`config.mk`:
```
export PLATFORM = sky130hd
export DESIGN_NAME = acd_regs
export DESIGN_NICKNAME = d
export VERILOG_FILES = /design/src/rtl/acd_pkg.sv /design/src/rtl/acd_quarter_div.sv /design/src/rtl/acd_regs.sv
export SDC_FILE = /design/constraint.sdc
export NUM_CORES = 1
export LEC_CHECK = 0
export BUFFER_PORTS_ARGS = -buffer_cell sky130_fd_sc_hd__buf_4
export CORE_ASPECT_RATIO = 0.8
export CORE_MARGIN = 2
export CORE_UTILIZATION = 45
export CTS_BUF_LIST = sky130_fd_sc_hd__clkbuf_8
export CTS_CLUSTER_SIZE = 28
export DETAILED_ROUTE_END_ITERATION = 16
export GPL_TIMING_DRIVEN = 0
export SLEW_MARGIN = 20
export SYNTH_ARGS = -nofsm -noshare
export SYNTH_HDL_FRONTEND = slang
export SYNTH_SLANG_ARGS = --single-unit
export TNS_END_PERCENT = 10
```
`constraint.sdc`:
```
create_clock -name clk_sys -period 34 [get_ports clk_sys]
set_input_delay 5.1 -clock clk_sys [delete_from_list [all_inputs] [get_ports clk_sys]]
set_output_delay 5.1 -clock clk_sys [all_outputs]
set_load 0.02 [all_outputs]
```
`src/rtl/acd_pkg.sv`:
```
// Shared constants, types and helpers for the clock delay and sync registers
package acd_pkg;

    // Register indices and byte addresses (address is four times the index)
    localparam logic [3:0]  IDX_COARSE   = 4'hC;
    localparam logic [3:0]  IDX_FINE     = 4'hD;
    localparam logic [3:0]  IDX_SYNC     = 4'hE;
    localparam logic [3:0]  IDX_RSV      = 4'hF;
    localparam logic [7:0]  ADDR_COARSE  = {2'h0, IDX_COARSE, 2'h0};
    localparam logic [7:0]  ADDR_FINE    = {2'h0, IDX_FINE, 2'h0};
    localparam logic [7:0]  ADDR_SYNC    = {2'h0, IDX_SYNC, 2'h0};
    localparam logic [7:0]  ADDR_RSV     = {2'h0, IDX_RSV, 2'h0};

    // Reset values
    localparam logic [15:0] RST_COARSE   = 16'h0004;
    localparam logic [15:0] RST_FINE     = 16'h0000;
    localparam logic [15:0] RST_SYNC     = 16'h0003;
    localparam logic [15:0] RST_RSV      = 16'h000C;

    // Writable bits; reserved bits stay zero
    localparam logic [15:0] WMASK_COARSE = 16'hFFFC;
    localparam logic [15:0] WMASK_FINE   = 16'hFDFF;
    localparam logic [15:0] WMASK_SYNC   = 16'hFFDF;

    // Field positions
    localparam int CAM_LSB = 4;
    localparam int STA_BIT = 3;
    localparam int DCC_BIT = 2;
    localparam int FAM_LSB = 10;
    localparam int SA_BIT  = 8;
    localparam int LCF_LSB = 0;
    localparam int DRC_LSB = 6;
    localparam int SP_LSB  = 3;
    localparam int ES_BIT  = 2;
    localparam int DOC_BIT = 1;
    localparam int DR_BIT  = 0;

    // Delay and frequency figures
    localparam logic [11:0] COARSE_MAX_CODE = 12'h97F;    // 2431
    localparam logic [31:0] COARSE_MAX_FS   = 32'h000C96A8; // 825 ps
    localparam logic [5:0]  FINE_MAX_CODE   = 6'h3F;      // 63
    localparam logic [31:0] FINE_MAX_FS     = 32'h000008FC; // 2.3 ps
    localparam logic [9:0]  REF_MAX_CODE    = 10'h27F;    // 639
    localparam logic [31:0] REF_MAX_PS      = 32'h000003E8; // 1000 ps
    localparam logic [10:0] LC_TOP_MHZ      = 11'h5DC;    // 1.5 GHz
    localparam logic [10:0] LC_MID_MHZ      = 11'h44C;    // 1.1 GHz
    localparam logic [10:0] LC_STEP_LO      = 11'h064;
    localparam logic [10:0] LC_STEP_HI      = 11'h04B;
    localparam logic [3:0]  LC_MID_ONES     = 4'h4;
    localparam logic [8:0]  PHASE_STEP_DEG  = 9'h05A;     // 90 degrees

    localparam logic [1:0]  RESP_OKAY   = 2'h0;
    localparam logic [1:0]  RESP_SLVERR = 2'h2;

    typedef struct packed {
        logic        awvalid;
        logic [7:0]  awaddr;
        logic        wvalid;
        logic [31:0] wdata;
        logic [3:0]  wstrb;
        logic        bready;
        logic        arvalid;
        logic [7:0]  araddr;
        logic        rready;
    } acd_axil_req_t;

    typedef struct packed {
        logic        awready;
        logic        wready;
        logic        bvalid;
        logic [1:0]  bresp;
        logic        arready;
        logic        rvalid;
        logic [31:0] rdata;
        logic [1:0]  rresp;
    } acd_axil_rsp_t;

    typedef struct packed {
        logic        aperture_adjust_on;
        logic [11:0] coarse_delay_code;
        logic [5:0]  fine_delay_code;
        logic [19:0] aperture_delay_fs;
        logic        lc_filter_on;
        logic [7:0]  lc_filter_tuning;
        logic [10:0] lc_center_mhz;
        logic        dcs_on;
        logic [9:0]  ref_delay_ps;
        logic [8:0]  ref_phase_deg;
        logic        slave_mode;
        logic        dclk_reset_enable;
        logic        dclk_reset;
    } acd_clk_ctrl_t;

    // Clamp a code at its ceiling
    function automatic logic [11:0] acd_sat(input logic [11:0] code,
                                           input logic [11:0] top);
        acd_sat = (code > top) ? top : code;
    endfunction

    // Linear map of a code onto a delay
    function automatic logic [31:0] acd_scale(input logic [11:0] code,
                                             input logic [11:0] top,
                                             input logic [31:0] full);
        acd_scale = ({20'h0, code} * full) / {20'h0, top};
    endfunction

    // Thermometer tuning word to LC centre frequency
    function automatic logic [10:0] acd_lc_mhz(input logic [7:0] therm);
        logic [3:0] ones;
        ones = 4'h0;
        for (int i = 0; i < 8; i++) begin
            ones = ones + {3'h0, therm[i]};
        end
        if (ones <= LC_MID_ONES) begin
            acd_lc_mhz = LC_TOP_MHZ - LC_STEP_LO * {7'h0, ones};
        end else begin
            acd_lc_mhz = LC_MID_MHZ
                         - LC_STEP_HI * {7'h0, 4'(ones - LC_MID_ONES)};
        end
    endfunction

endpackage

```
`src/rtl/acd_quarter_div.sv`:
```
// Quarter-rate reference clock divider with phase latch
module acd_quarter_div (
    input  wire logic       clk_sys,
    input  wire logic       rst,
    input  wire logic       resync,
    input  wire logic       drive_en,
    input  wire logic [1:0] phase_sel,
    input  wire logic       ref_level,
    output logic            refclk_out_a,
    output logic            refclk_out_b,
    output logic            latched_ref
);
    import acd_pkg::*;

    typedef struct packed {
        logic [1:0] cnt;
        logic       out_a;
        logic       out_b;
        logic       latched;
    } acd_div_state_t;

    acd_div_state_t st;
    acd_div_state_t next_st;

    always_comb begin
        next_st = st;
        next_st.cnt = resync ? 2'h0 : 2'(st.cnt + 2'h1);
        next_st.out_a = drive_en & next_st.cnt[1];
        next_st.out_b = drive_en & next_st.cnt[1];
        if (st.cnt == phase_sel) begin
            next_st.latched = ref_level;
        end
    end

    always_ff @(posedge clk_sys) begin
        if (rst) begin
            st <= '0;
        end else begin
            st <= next_st;
        end
    end

    assign refclk_out_a = st.out_a;
    assign refclk_out_b = st.out_b;
    assign latched_ref  = st.latched;
endmodule

```
`src/rtl/acd_regs.sv`:
```
// Clock delay and multi-chip sync register bank with AXI4-Lite slave
// What this block does
// Coarse 12-bit code delays sample clock linearly, 0 to 825 ps at 2431.
// Coarse codes 2432 and above hold the maximum delay.
// Coarse delay applies only when either adjust select bit is set.
// Aperture-adjust select enables both coarse and fine delay.
// Stabilizer enable resets to one; zero disables the stabilizer.
// Software writes zero to all reserved bits.
// With adjust on, 6-bit fine code adds 0 to 2.3 ps.
// Combined select enables adjust and LC filter, overriding the other.
// Thermometer tuning sets LC centre: 1.5, 1.1, 0.8 GHz.
// Reference delay 0 to 1000 ps at 639, saturating beyond.
// Phase select chooses 0, 90, 180 or 270 degree latch.
// Slave bit syncs dividers to incoming reference; clear means master.
// Output disable clear drives clock/4 on both outputs; resets off.
// Reset-disable resets to one; zero enables data-clock reset.
// Reserved word is read-only and reads 000Ch.
// Total delay is coarse plus fine; zero when adjust is off.
module acd_regs (
    input  wire logic                   clk_sys,
    input  wire logic                   rst,
    input  wire acd_pkg::acd_axil_req_t axil_req,
    output acd_pkg::acd_axil_rsp_t      axil_rsp,
    input  wire logic                   refclk_in,
    input  wire logic                   data_clock_reset_input,
    output acd_pkg::acd_clk_ctrl_t      clk_ctrl,
    output logic                        refclk_out_a,
    output logic                        refclk_out_b,
    output logic                        latched_ref
);
    import acd_pkg::*;

    typedef struct packed {
        logic [15:0]   coarse;
        logic [15:0]   fine;
        logic [15:0]   sync;
        logic          aw_held;
        logic [7:0]    aw_addr;
        logic          w_held;
        logic [31:0]   w_data;
        logic [3:0]    w_strb;
        acd_axil_rsp_t rsp;
        logic [1:0]    ref_sync;
        logic [1:0]    rst_sync;
        logic          ref_prev;
        acd_clk_ctrl_t ctrl;
    } acd_state_t;

    acd_state_t st;
    acd_state_t next_st;

    logic          aw_fire;
    logic          w_fire;
    logic          ar_fire;
    logic          adj_on;
    logic          ref_rise;
    logic [11:0]   cam;
    logic [11:0]   cam_sat;
    logic [5:0]    fam;
    logic [9:0]    drc;
    logic [9:0]    drc_sat;
    logic [1:0]    sp;
    logic [31:0]   coarse_fs;
    logic [31:0]   fine_fs;
    logic [31:0]   ref_ps;

    // Byte-lane merge of a 16-bit register
    function automatic logic [15:0] merge(input logic [15:0] old,
                                          input logic [31:0] data,
                                          input logic [3:0]  strb,
                                          input logic [15:0] mask);
        logic [15:0] upd;
        upd = old;
        if (strb[0]) begin
            upd[7:0] = data[7:0];
        end
        if (strb[1]) begin
            upd[15:8] = data[15:8];
        end
        merge = upd & mask;
    endfunction

    assign aw_fire = axil_req.awvalid & st.rsp.awready;
    assign w_fire  = axil_req.wvalid & st.rsp.wready;
    assign ar_fire = axil_req.arvalid & st.rsp.arready;

    // Field decode
    assign cam = st.coarse[CAM_LSB +: 12];
    assign fam = st.fine[FAM_LSB +: 6];
    assign drc = st.sync[DRC_LSB +: 10];
    assign sp  = st.sync[SP_LSB +: 2];
    assign adj_on = st.fine[SA_BIT] | st.coarse[STA_BIT];
    assign cam_sat = acd_sat(cam, COARSE_MAX_CODE);
    assign drc_sat = 10'(acd_sat({2'h0, drc}, {2'h0, REF_MAX_CODE}));
    assign coarse_fs = acd_scale(cam_sat, COARSE_MAX_CODE,
                                 COARSE_MAX_FS);
    assign fine_fs = acd_scale({6'h0, fam}, {6'h0, FINE_MAX_CODE},
                               FINE_MAX_FS);
    assign ref_ps = acd_scale({2'h0, drc_sat}, {2'h0, REF_MAX_CODE},
                              REF_MAX_PS);
    assign ref_rise = st.ref_sync[1] & ~st.ref_prev;

    always_comb begin
        next_st = st;

        // Pin synchronisers
        next_st.ref_sync = {st.ref_sync[0], refclk_in};
        next_st.rst_sync = {st.rst_sync[0], data_clock_reset_input};
        next_st.ref_prev = st.ref_sync[1];

        // Write address and data, taken in either order
        if (aw_fire) begin
            next_st.aw_held = 1'b1;
            next_st.aw_addr = axil_req.awaddr;
        end
        if (w_fire) begin
            next_st.w_held = 1'b1;
            next_st.w_data = axil_req.wdata;
            next_st.w_strb = axil_req.wstrb;
        end
        if (st.rsp.bvalid && axil_req.bready) begin
            next_st.rsp.bvalid = 1'b0;
        end
        if (st.aw_held && st.w_held && !st.rsp.bvalid) begin
            next_st.aw_held = 1'b0;
            next_st.w_held = 1'b0;
            next_st.rsp.bvalid = 1'b1;
            next_st.rsp.bresp = RESP_OKAY;
            case (st.aw_addr)
                ADDR_COARSE: begin
                    next_st.coarse = merge(st.coarse, st.w_data,
                                           st.w_strb, WMASK_COARSE);
                end
                ADDR_FINE: begin
                    next_st.fine = merge(st.fine, st.w_data,
                                         st.w_strb, WMASK_FINE);
                end
                ADDR_SYNC: begin
                    next_st.sync = merge(st.sync, st.w_data,
                                         st.w_strb, WMASK_SYNC);
                end
                ADDR_RSV: begin
                    next_st.rsp.bresp = RESP_OKAY;
                end
                default: begin
                    next_st.rsp.bresp = RESP_SLVERR;
                end
            endcase
        end
        next_st.rsp.awready = !next_st.aw_held && !next_st.rsp.bvalid;
        next_st.rsp.wready  = !next_st.w_held && !next_st.rsp.bvalid;

        // Read channel
        if (st.rsp.rvalid && axil_req.rready) begin
            next_st.rsp.rvalid = 1'b0;
        end
        if (ar_fire) begin
            next_st.rsp.rvalid = 1'b1;
            next_st.rsp.rresp = RESP_OKAY;
            case (axil_req.araddr)
                ADDR_COARSE: begin
                    next_st.rsp.rdata = {16'h0, st.coarse};
                end
                ADDR_FINE: begin
                    next_st.rsp.rdata = {16'h0, st.fine};
                end
                ADDR_SYNC: begin
                    next_st.rsp.rdata = {16'h0, st.sync};
                end
                ADDR_RSV: begin
                    next_st.rsp.rdata = {16'h0, RST_RSV};
                end
                default: begin
                    next_st.rsp.rdata = 32'h0;
                    next_st.rsp.rresp = RESP_SLVERR;
                end
            endcase
        end
        next_st.rsp.arready = !next_st.rsp.rvalid;

        // Clock path controls
        next_st.ctrl.aperture_adjust_on = adj_on;
        next_st.ctrl.coarse_delay_code = adj_on ? cam_sat : 12'h0;
        next_st.ctrl.fine_delay_code = adj_on ? fam : 6'h0;
        next_st.ctrl.aperture_delay_fs = adj_on
            ? 20'(coarse_fs + fine_fs) : 20'h0;
        next_st.ctrl.lc_filter_on = st.fine[SA_BIT];
        next_st.ctrl.lc_filter_tuning = st.fine[LCF_LSB +: 8];
        next_st.ctrl.lc_center_mhz =
            acd_lc_mhz(st.fine[LCF_LSB +: 8]);
        next_st.ctrl.dcs_on = st.coarse[DCC_BIT];
        next_st.ctrl.ref_delay_ps = 10'(ref_ps);
        next_st.ctrl.ref_phase_deg = 9'({7'h0, sp} * PHASE_STEP_DEG);
        next_st.ctrl.slave_mode = st.sync[ES_BIT];
        next_st.ctrl.dclk_reset_enable = !st.sync[DR_BIT];
        next_st.ctrl.dclk_reset =
            !st.sync[DR_BIT] && st.rst_sync[1];
    end

    always_ff @(posedge clk_sys) begin
        if (rst) begin
            st <= '0;
            st.coarse <= RST_COARSE;
            st.fine <= RST_FINE;
            st.sync <= RST_SYNC;
            st.rsp.awready <= 1'b1;
            st.rsp.wready <= 1'b1;
            st.rsp.arready <= 1'b1;
            st.ctrl.dcs_on <= 1'b1;
        end else begin
            st <= next_st;
        end
    end

    acd_quarter_div u_div (
        .clk_sys      (clk_sys),
        .rst          (rst),
        .resync       (st.sync[ES_BIT] & ref_rise),
        .drive_en     (!st.sync[DOC_BIT]),
        .phase_sel    (sp),
        .ref_level    (st.ref_sync[1]),
        .refclk_out_a (refclk_out_a),
        .refclk_out_b (refclk_out_b),
        .latched_ref  (latched_ref)
    );

    assign axil_rsp = st.rsp;
    assign clk_ctrl = st.ctrl;
endmodule

```
Word-level counts from Yosys, hierarchy flattened

Index checks and enable logic that the tools add are counted.

Register bits after elaboration: 222

Mux-type cells: 15
Bitwise logic cells: 9
Reduce and logical (&&, ||, !) cells: 24
Order comparisons: 3
Equal/unequal tests: 9
Add/subtract/negate cells: 12
Divide/modulo/power cells: 3
Multiply operators: 6

Operators by type and width:

| kind                                                   | number |
|---|---|
| equality test 8 x 6 -> 1 bit (second input constant)   | 8 |
| one-hot mux 16 bit (4 select lines)                    | 1 |
| 2-to-1 mux 37 bit                                      | 1 |
| 2-to-1 mux 35 bit                                      | 1 |
| divider 18 x 6 -> 32 bit (second input constant)       | 1 |
| divider 20 x 10 -> 32 bit (second input constant)      | 1 |
| divider 32 x 12 -> 32 bit (second input constant)      | 1 |
| multiplier 12 x 17 -> 29 bit (second input constant)   | 1 |
| subtractor 11 bit (first input constant)               | 2 |
| adder 20 bit                                           | 1 |
| AND reduction 3 bit                                    | 6 |
| multiplier 10 x 7 -> 17 bit (second input constant)    | 1 |
| adder 4 x 1 -> 4 bit                                   | 4 |
| multiplier 6 x 10 -> 16 bit (second input constant)    | 1 |
| greater-than comparator 12 bit (second input constant) | 1 |
| 2-to-1 mux 12 bit                                      | 1 |
| multiplier 7 x 4 -> 11 bit (first input constant)      | 1 |
| 2-to-1 mux 11 bit                                      | 1 |
| greater-than comparator 10 bit (second input constant) | 1 |
| 2-to-1 mux 10 bit                                      | 1 |
| multiplier 5 x 4 -> 9 bit (first input constant)       | 1 |
| 2-to-1 mux 9 bit                                       | 1 |
| multiplier 2 x 6 -> 8 bit (second input constant)      | 1 |
| OR reduction 4 bit                                     | 2 |
| 16 further kinds                                       | 40 |

Depth between registers and ports, before layout

Word-level depth: 11
Depth in mapped cells: 123

Cells and area by module

Synthesis repeated with hierarchy kept, for this count alone.

Cells, all modules: 3,398
Area total of the unflattened synthesis: 26,361.5 µm²

By module, submodules not included:

| module          | cells an instance | area an instance (µm²) | instances |
|---|---|---|---|
| acd_regs        | 3,383             | 26,202.6               | 1 |
| acd_quarter_div | 15                | 158.9                  | 1 |

Worst setup path after synthesis

Ideal clock, no wire load.

Path kind: register -> register
From: register st (netlist bit cam[9])
To: register st (netlist bit clk_ctrl[59])
Arrival time: 26.259 ns
Path buffers: 9
Setup time: 0.127 ns
Stages on the path, launching flop included: 114
Slack: 7.613 ns
Data required time: 33.873 ns
Path through: dfxtp_1 a211o_1 and2_1 clkbuf_1 nor2_1 inv_1 ha_1 fa_1 fa_1 inv_1 fa_1 fa_1 inv_1 ha_1 buf_4 a21oi_2 o21ai_1 a311o_1 (+78 left out) ha_1 fa_1 a21o_1 a21o_1 a21o_1 a21oi_1 o21bai_1 a21oi_1 o21bai_1 a21oi_1 nor2b_1 o21ai_0 nand2b_1 a21oi_1 nor2_1 nand3_1 xnor2_1 nor2_1

Longest elaborated chain between the ends: 5

Ends and longest elaborated chain:

| element                        | RTL line        | text |
|---|---|---|
| start: declaration             | acd_regs.sv:49  | `acd_state_t st;` |
| start signal: assignment       | acd_regs.sv:211 | `st <= next_st;` |
| greater-than comparator 12 bit | acd_pkg.sv:97   | `acd_sat = (code > top) ? top : code;` |
| 2-to-1 mux 12 bit              | acd_pkg.sv:97   |  |
| net cam_sat[5]                 | acd_regs.sv:58  | `logic [11:0] cam_sat;` |
| multiplier 12 x 17 -> 29 bit   | acd_pkg.sv:104  | `acd_scale = ({20'h0, code} * full) / {20'h0, top};` |
| divider 32 x 12 -> 32 bit      | acd_pkg.sv:104  |  |
| adder 20 bit                   | acd_regs.sv:186 | `? 20'(coarse_fs + fine_fs) : 20'h0;` |

The timed path passes the listed nets, and every way through them passes these cells.
A chain may end at the register's enable or synchronous reset.

Worst setup path after layout

Same ends and word-level chain as after synthesis.

==> impl_metrics.csv <==
group,metric,value,unit
drt,vias_per_cell,5.694,
synthesis,synth_top_area_frac,0.1331,
synthesis,syn_inst,3549,
timing,rsz0062_at_grt,"false",
cts,clkSinkCount,183,
timing,setup_viol,0,
global_route,grt_pass1_vias,23240,
final_layout,area_delta_synth_final,9.467,%
worst_setup_path,start_kind,"flip-flop",
timing,max-slew-margin-rel,0.3153,
final_layout,layout_common_cells,"nor2_1 (345), inv_1 (301), buf_4 (285)",
cts,cts_buffer_depth,2,
worst_setup_path,cp.required,34.44,ns
pwr,leakage,13.61,nW
worst_setup_path,crit_slowest_cell,"o221ai_1",
final_layout,fin_nets,4109,
floorplan,rows,81,
drt,drtAntennaViolNets,0,
worst_setup_path,reg2reg_depth,107,
drt,drc_errors,0,
floorplan,ios,187,
synthesis,ys_ff_latch,183,
worst_setup_path,cp.arrival,32.15,ns
worst_setup_path,path_common_cell,"a21oi_1",
place,io_buffers,146,
worst_hold_path,whs_endpoint,"next_st[82]",
timing,period_needed,31.70,ns
floorplan,initial_utilization,0.4525,
final_layout,fillers,6122,
pwr,total_power,1.055,mW
synthesis,synth_seq_area_share,0.1331,
global_route,grt_pass1_wl,123900,um
drt,finalWirelength,76420,um
floorplan,core,60810,um2
worst_hold_path,min_from,"next_st[86]",
final_layout,drive_gt1_frac,0.1378,
cts,numCtsBuffers,17,
global_route,grt_use_total,0.2400,
worst_hold_path,hold_depth,1,
synthesis,synthDistinctLibCells,142,
cts,cts_root_buffer,"clkbuf_8",
synthesis,syn_avg_cell_area,7.753,um2
run_status,outcome,"finished, final reports clean",
global_route,antenna_found_initial,2,
worst_setup_path,r2r_end,"clk_ctrl[59]",
final_layout,final_common_cell,"nor2_1",
synthesis,ys_top_cells_by_area,"dfxtp_1 (13%), ha_1 (9.7%), fa_1 (7.4%)",
global_route,grt_overflow,0,
cts,ctsHoldBuffers,0,
pwr,ir_drop,85.41,uV
worst_setup_path,r2r_start,"cam[9]",
timing,fmax,31.54,MHz
worst_setup_path,reg2reg_slack,2.30,ns
synthesis,syn_area,27520,um2
cts,post_cts_buffers,0,
place,hpwlAfterDp,62570,um
synthesis,synth_top_cell_by_area,"dfxtp_1",
place,gp_congestion,0.8943,
synthesis,ys.warnings.count,0,
drt,drt_iter0_markers,2073,
timing,slew_viol_final,0,
floorplan,die_w,280.5,um
drt,vias,25820,
cts,htreeDepth,4,
floorplan,die_h,225.2,um
worst_hold_path,hold_path_class,"reg -> reg",
worst_setup_path,critPathMaxStageDelay,0.75,ns
worst_setup_path,crit_fanout,10,
pwr,p_per_area,35.03,nW/um2
synthesis,synth_edf_count,0,
cts,insertion_delay,0.59,ns
timing,fin_setup_tns,0,ns
synthesis,synthFlopType,"dfxtp_1",
timing,max_slew.worst_pin.slew,1.027,ns
synthesis,async_flop_share,0,
drt,wire_per_inst,16.85,um
timing,skew,0.03240,ns
drt,drt-pass1-iter-count,6,
worst_setup_path,cp-startpoint,"cam[9]",
cts,cts_resized,0,
timing,period_share,0.9325,
worst_setup_path,endpoint_kind,"flip-flop",
cts,clkTransAtPathRegs,0.12,ns
timing,hold_viol,0,
global_route,grt_max_degree,24,
cts,cts_tree,"built",
flow_run,drv_cap,0,
worst_setup_path,critical_path_class,"reg -> reg",
final_layout,fin_util,0.4954,
floorplan,die_area,63150,um2
-- critical path: cells and delay by family, from the launching register on --
kind,cells,cell delay [ns]
fa+ha+maj,10,3.88
mux,3,0.79
flops,1,0.43
xor+xnor,6,1.73
buf+inv,10,1.74
compound gates,57,18.04
simple gates,21,4.89
-- logic make-up (layout without fill, tap and decap cells) --
family | count (synthesis) | count (layout) | share of synthesized area
other | 2 | 21 | 0.0002729
and+or+nand+nor | 1198 | 1198 | 0.2175
adders and majority gates | 331 | 331 | 0.1770
DFF | 183 | 183 | 0.1331
buffers and inverters | 533 | 711 | 0.09440
AOI/OAI and AO/OA | 931 | 931 | 0.2493
muxes | 103 | 103 | 0.03847
xor gates and xnor gates | 268 | 268 | 0.08994
-- sequential cells by signal, summed over array words and instances (netlist names) --
| register | cells |
|---|---|
| axil_rsp | 23 |
| cam | 12 |
| clk_ctrl | 79 |
| drc | 10 |
| fam | 6 |
| next_st | 14 |
| sp | 2 |
| st | 33 |
| u_div.latched_ref | 1 |
| u_div.refclk_out_a | 1 |
| u_div.st | 2 |
-- report_power, final --
part,switching (mW),internal [mW],total (mW)
Combinational,0.408,0.252,0.660
Clock,0.113,0.0605,0.173
Sequential,0.00364,0.218,0.222
-- worst max-delay path by stage --
| stage | cells after the start | to |
|---|---|---|
| 3_3_place_gp | 107 | clk_ctrl[59] |
| 4_1_cts | 107 | clk_ctrl[59] |
| 2_1_floorplan | 113 | clk_ctrl[59] |
| 3_5_place_dp | 107 | clk_ctrl[59] |
| 6_report | 107 | clk_ctrl[59] |
| 5_1_grt | 105 | clk_ctrl[59] |
-- cells in the mapped netlist, types with 59 or more instances --
cell type / count
mux2i_1: 87
and2_1: 67
dfxtp_1: 183
fa_1: 102
nor2_1: 345
xnor2_1: 185
a21oi_1: 208
clkbuf_1: 59
inv_1: 301
o21ai_0: 108
xor2_1: 69
nor3_1: 79
nand2_1: 272
buf_4: 139
nand3_1: 97
ha_1: 214
-- per-stage QoR --
stage               hold slack [ns]  cell area, um2  worst slack, ns  std cells
floorplan                    0.4057           27580            7.613       3567
global placement             0.4091           29670            2.599       4501
detailed placement           0.4114           29670            2.756       4501
CTS                          0.4543           30120            2.641       4533
global route                 0.4739           30120           0.1429       4534
finish                       0.4515           30120            2.297       4534
-- per-layer routing --
metal | share of wire | global-route usage | up-vias | routed length [um]
met5 | 0 | 0 | - | 0
met1 | 0.54 | 0.3846 | 12180 | 41220
met2 | 0.40 | 0.3401 | 692 | 30640
met4 | 0.010 | 0.04157 | 0 | 761
met3 | 0.050 | 0.02768 | 46 | 3797
li1 | - | - | 12900 | -
-- layout make-up --
type | count | area (um2) | area share
diodes | 1 | 2.502 | 0.00008308
plain buffers | 225 | 1441 | 0.04785
clock buffers | 17 | 234.0 | 0.007768
clock inverters | 15 | 212.7 | 0.007062
inverters | 308 | 1156 | 0.03838
multi-input cells | 2851 | 21330 | 0.7081
flip-flops and latches | 183 | 3664 | 0.1216
well taps | 788 | 985.9 | 0.03273
repair buffers | 146 | 1096 | 0.03639
No activity file was read; power rests on OpenSTA's default activity.
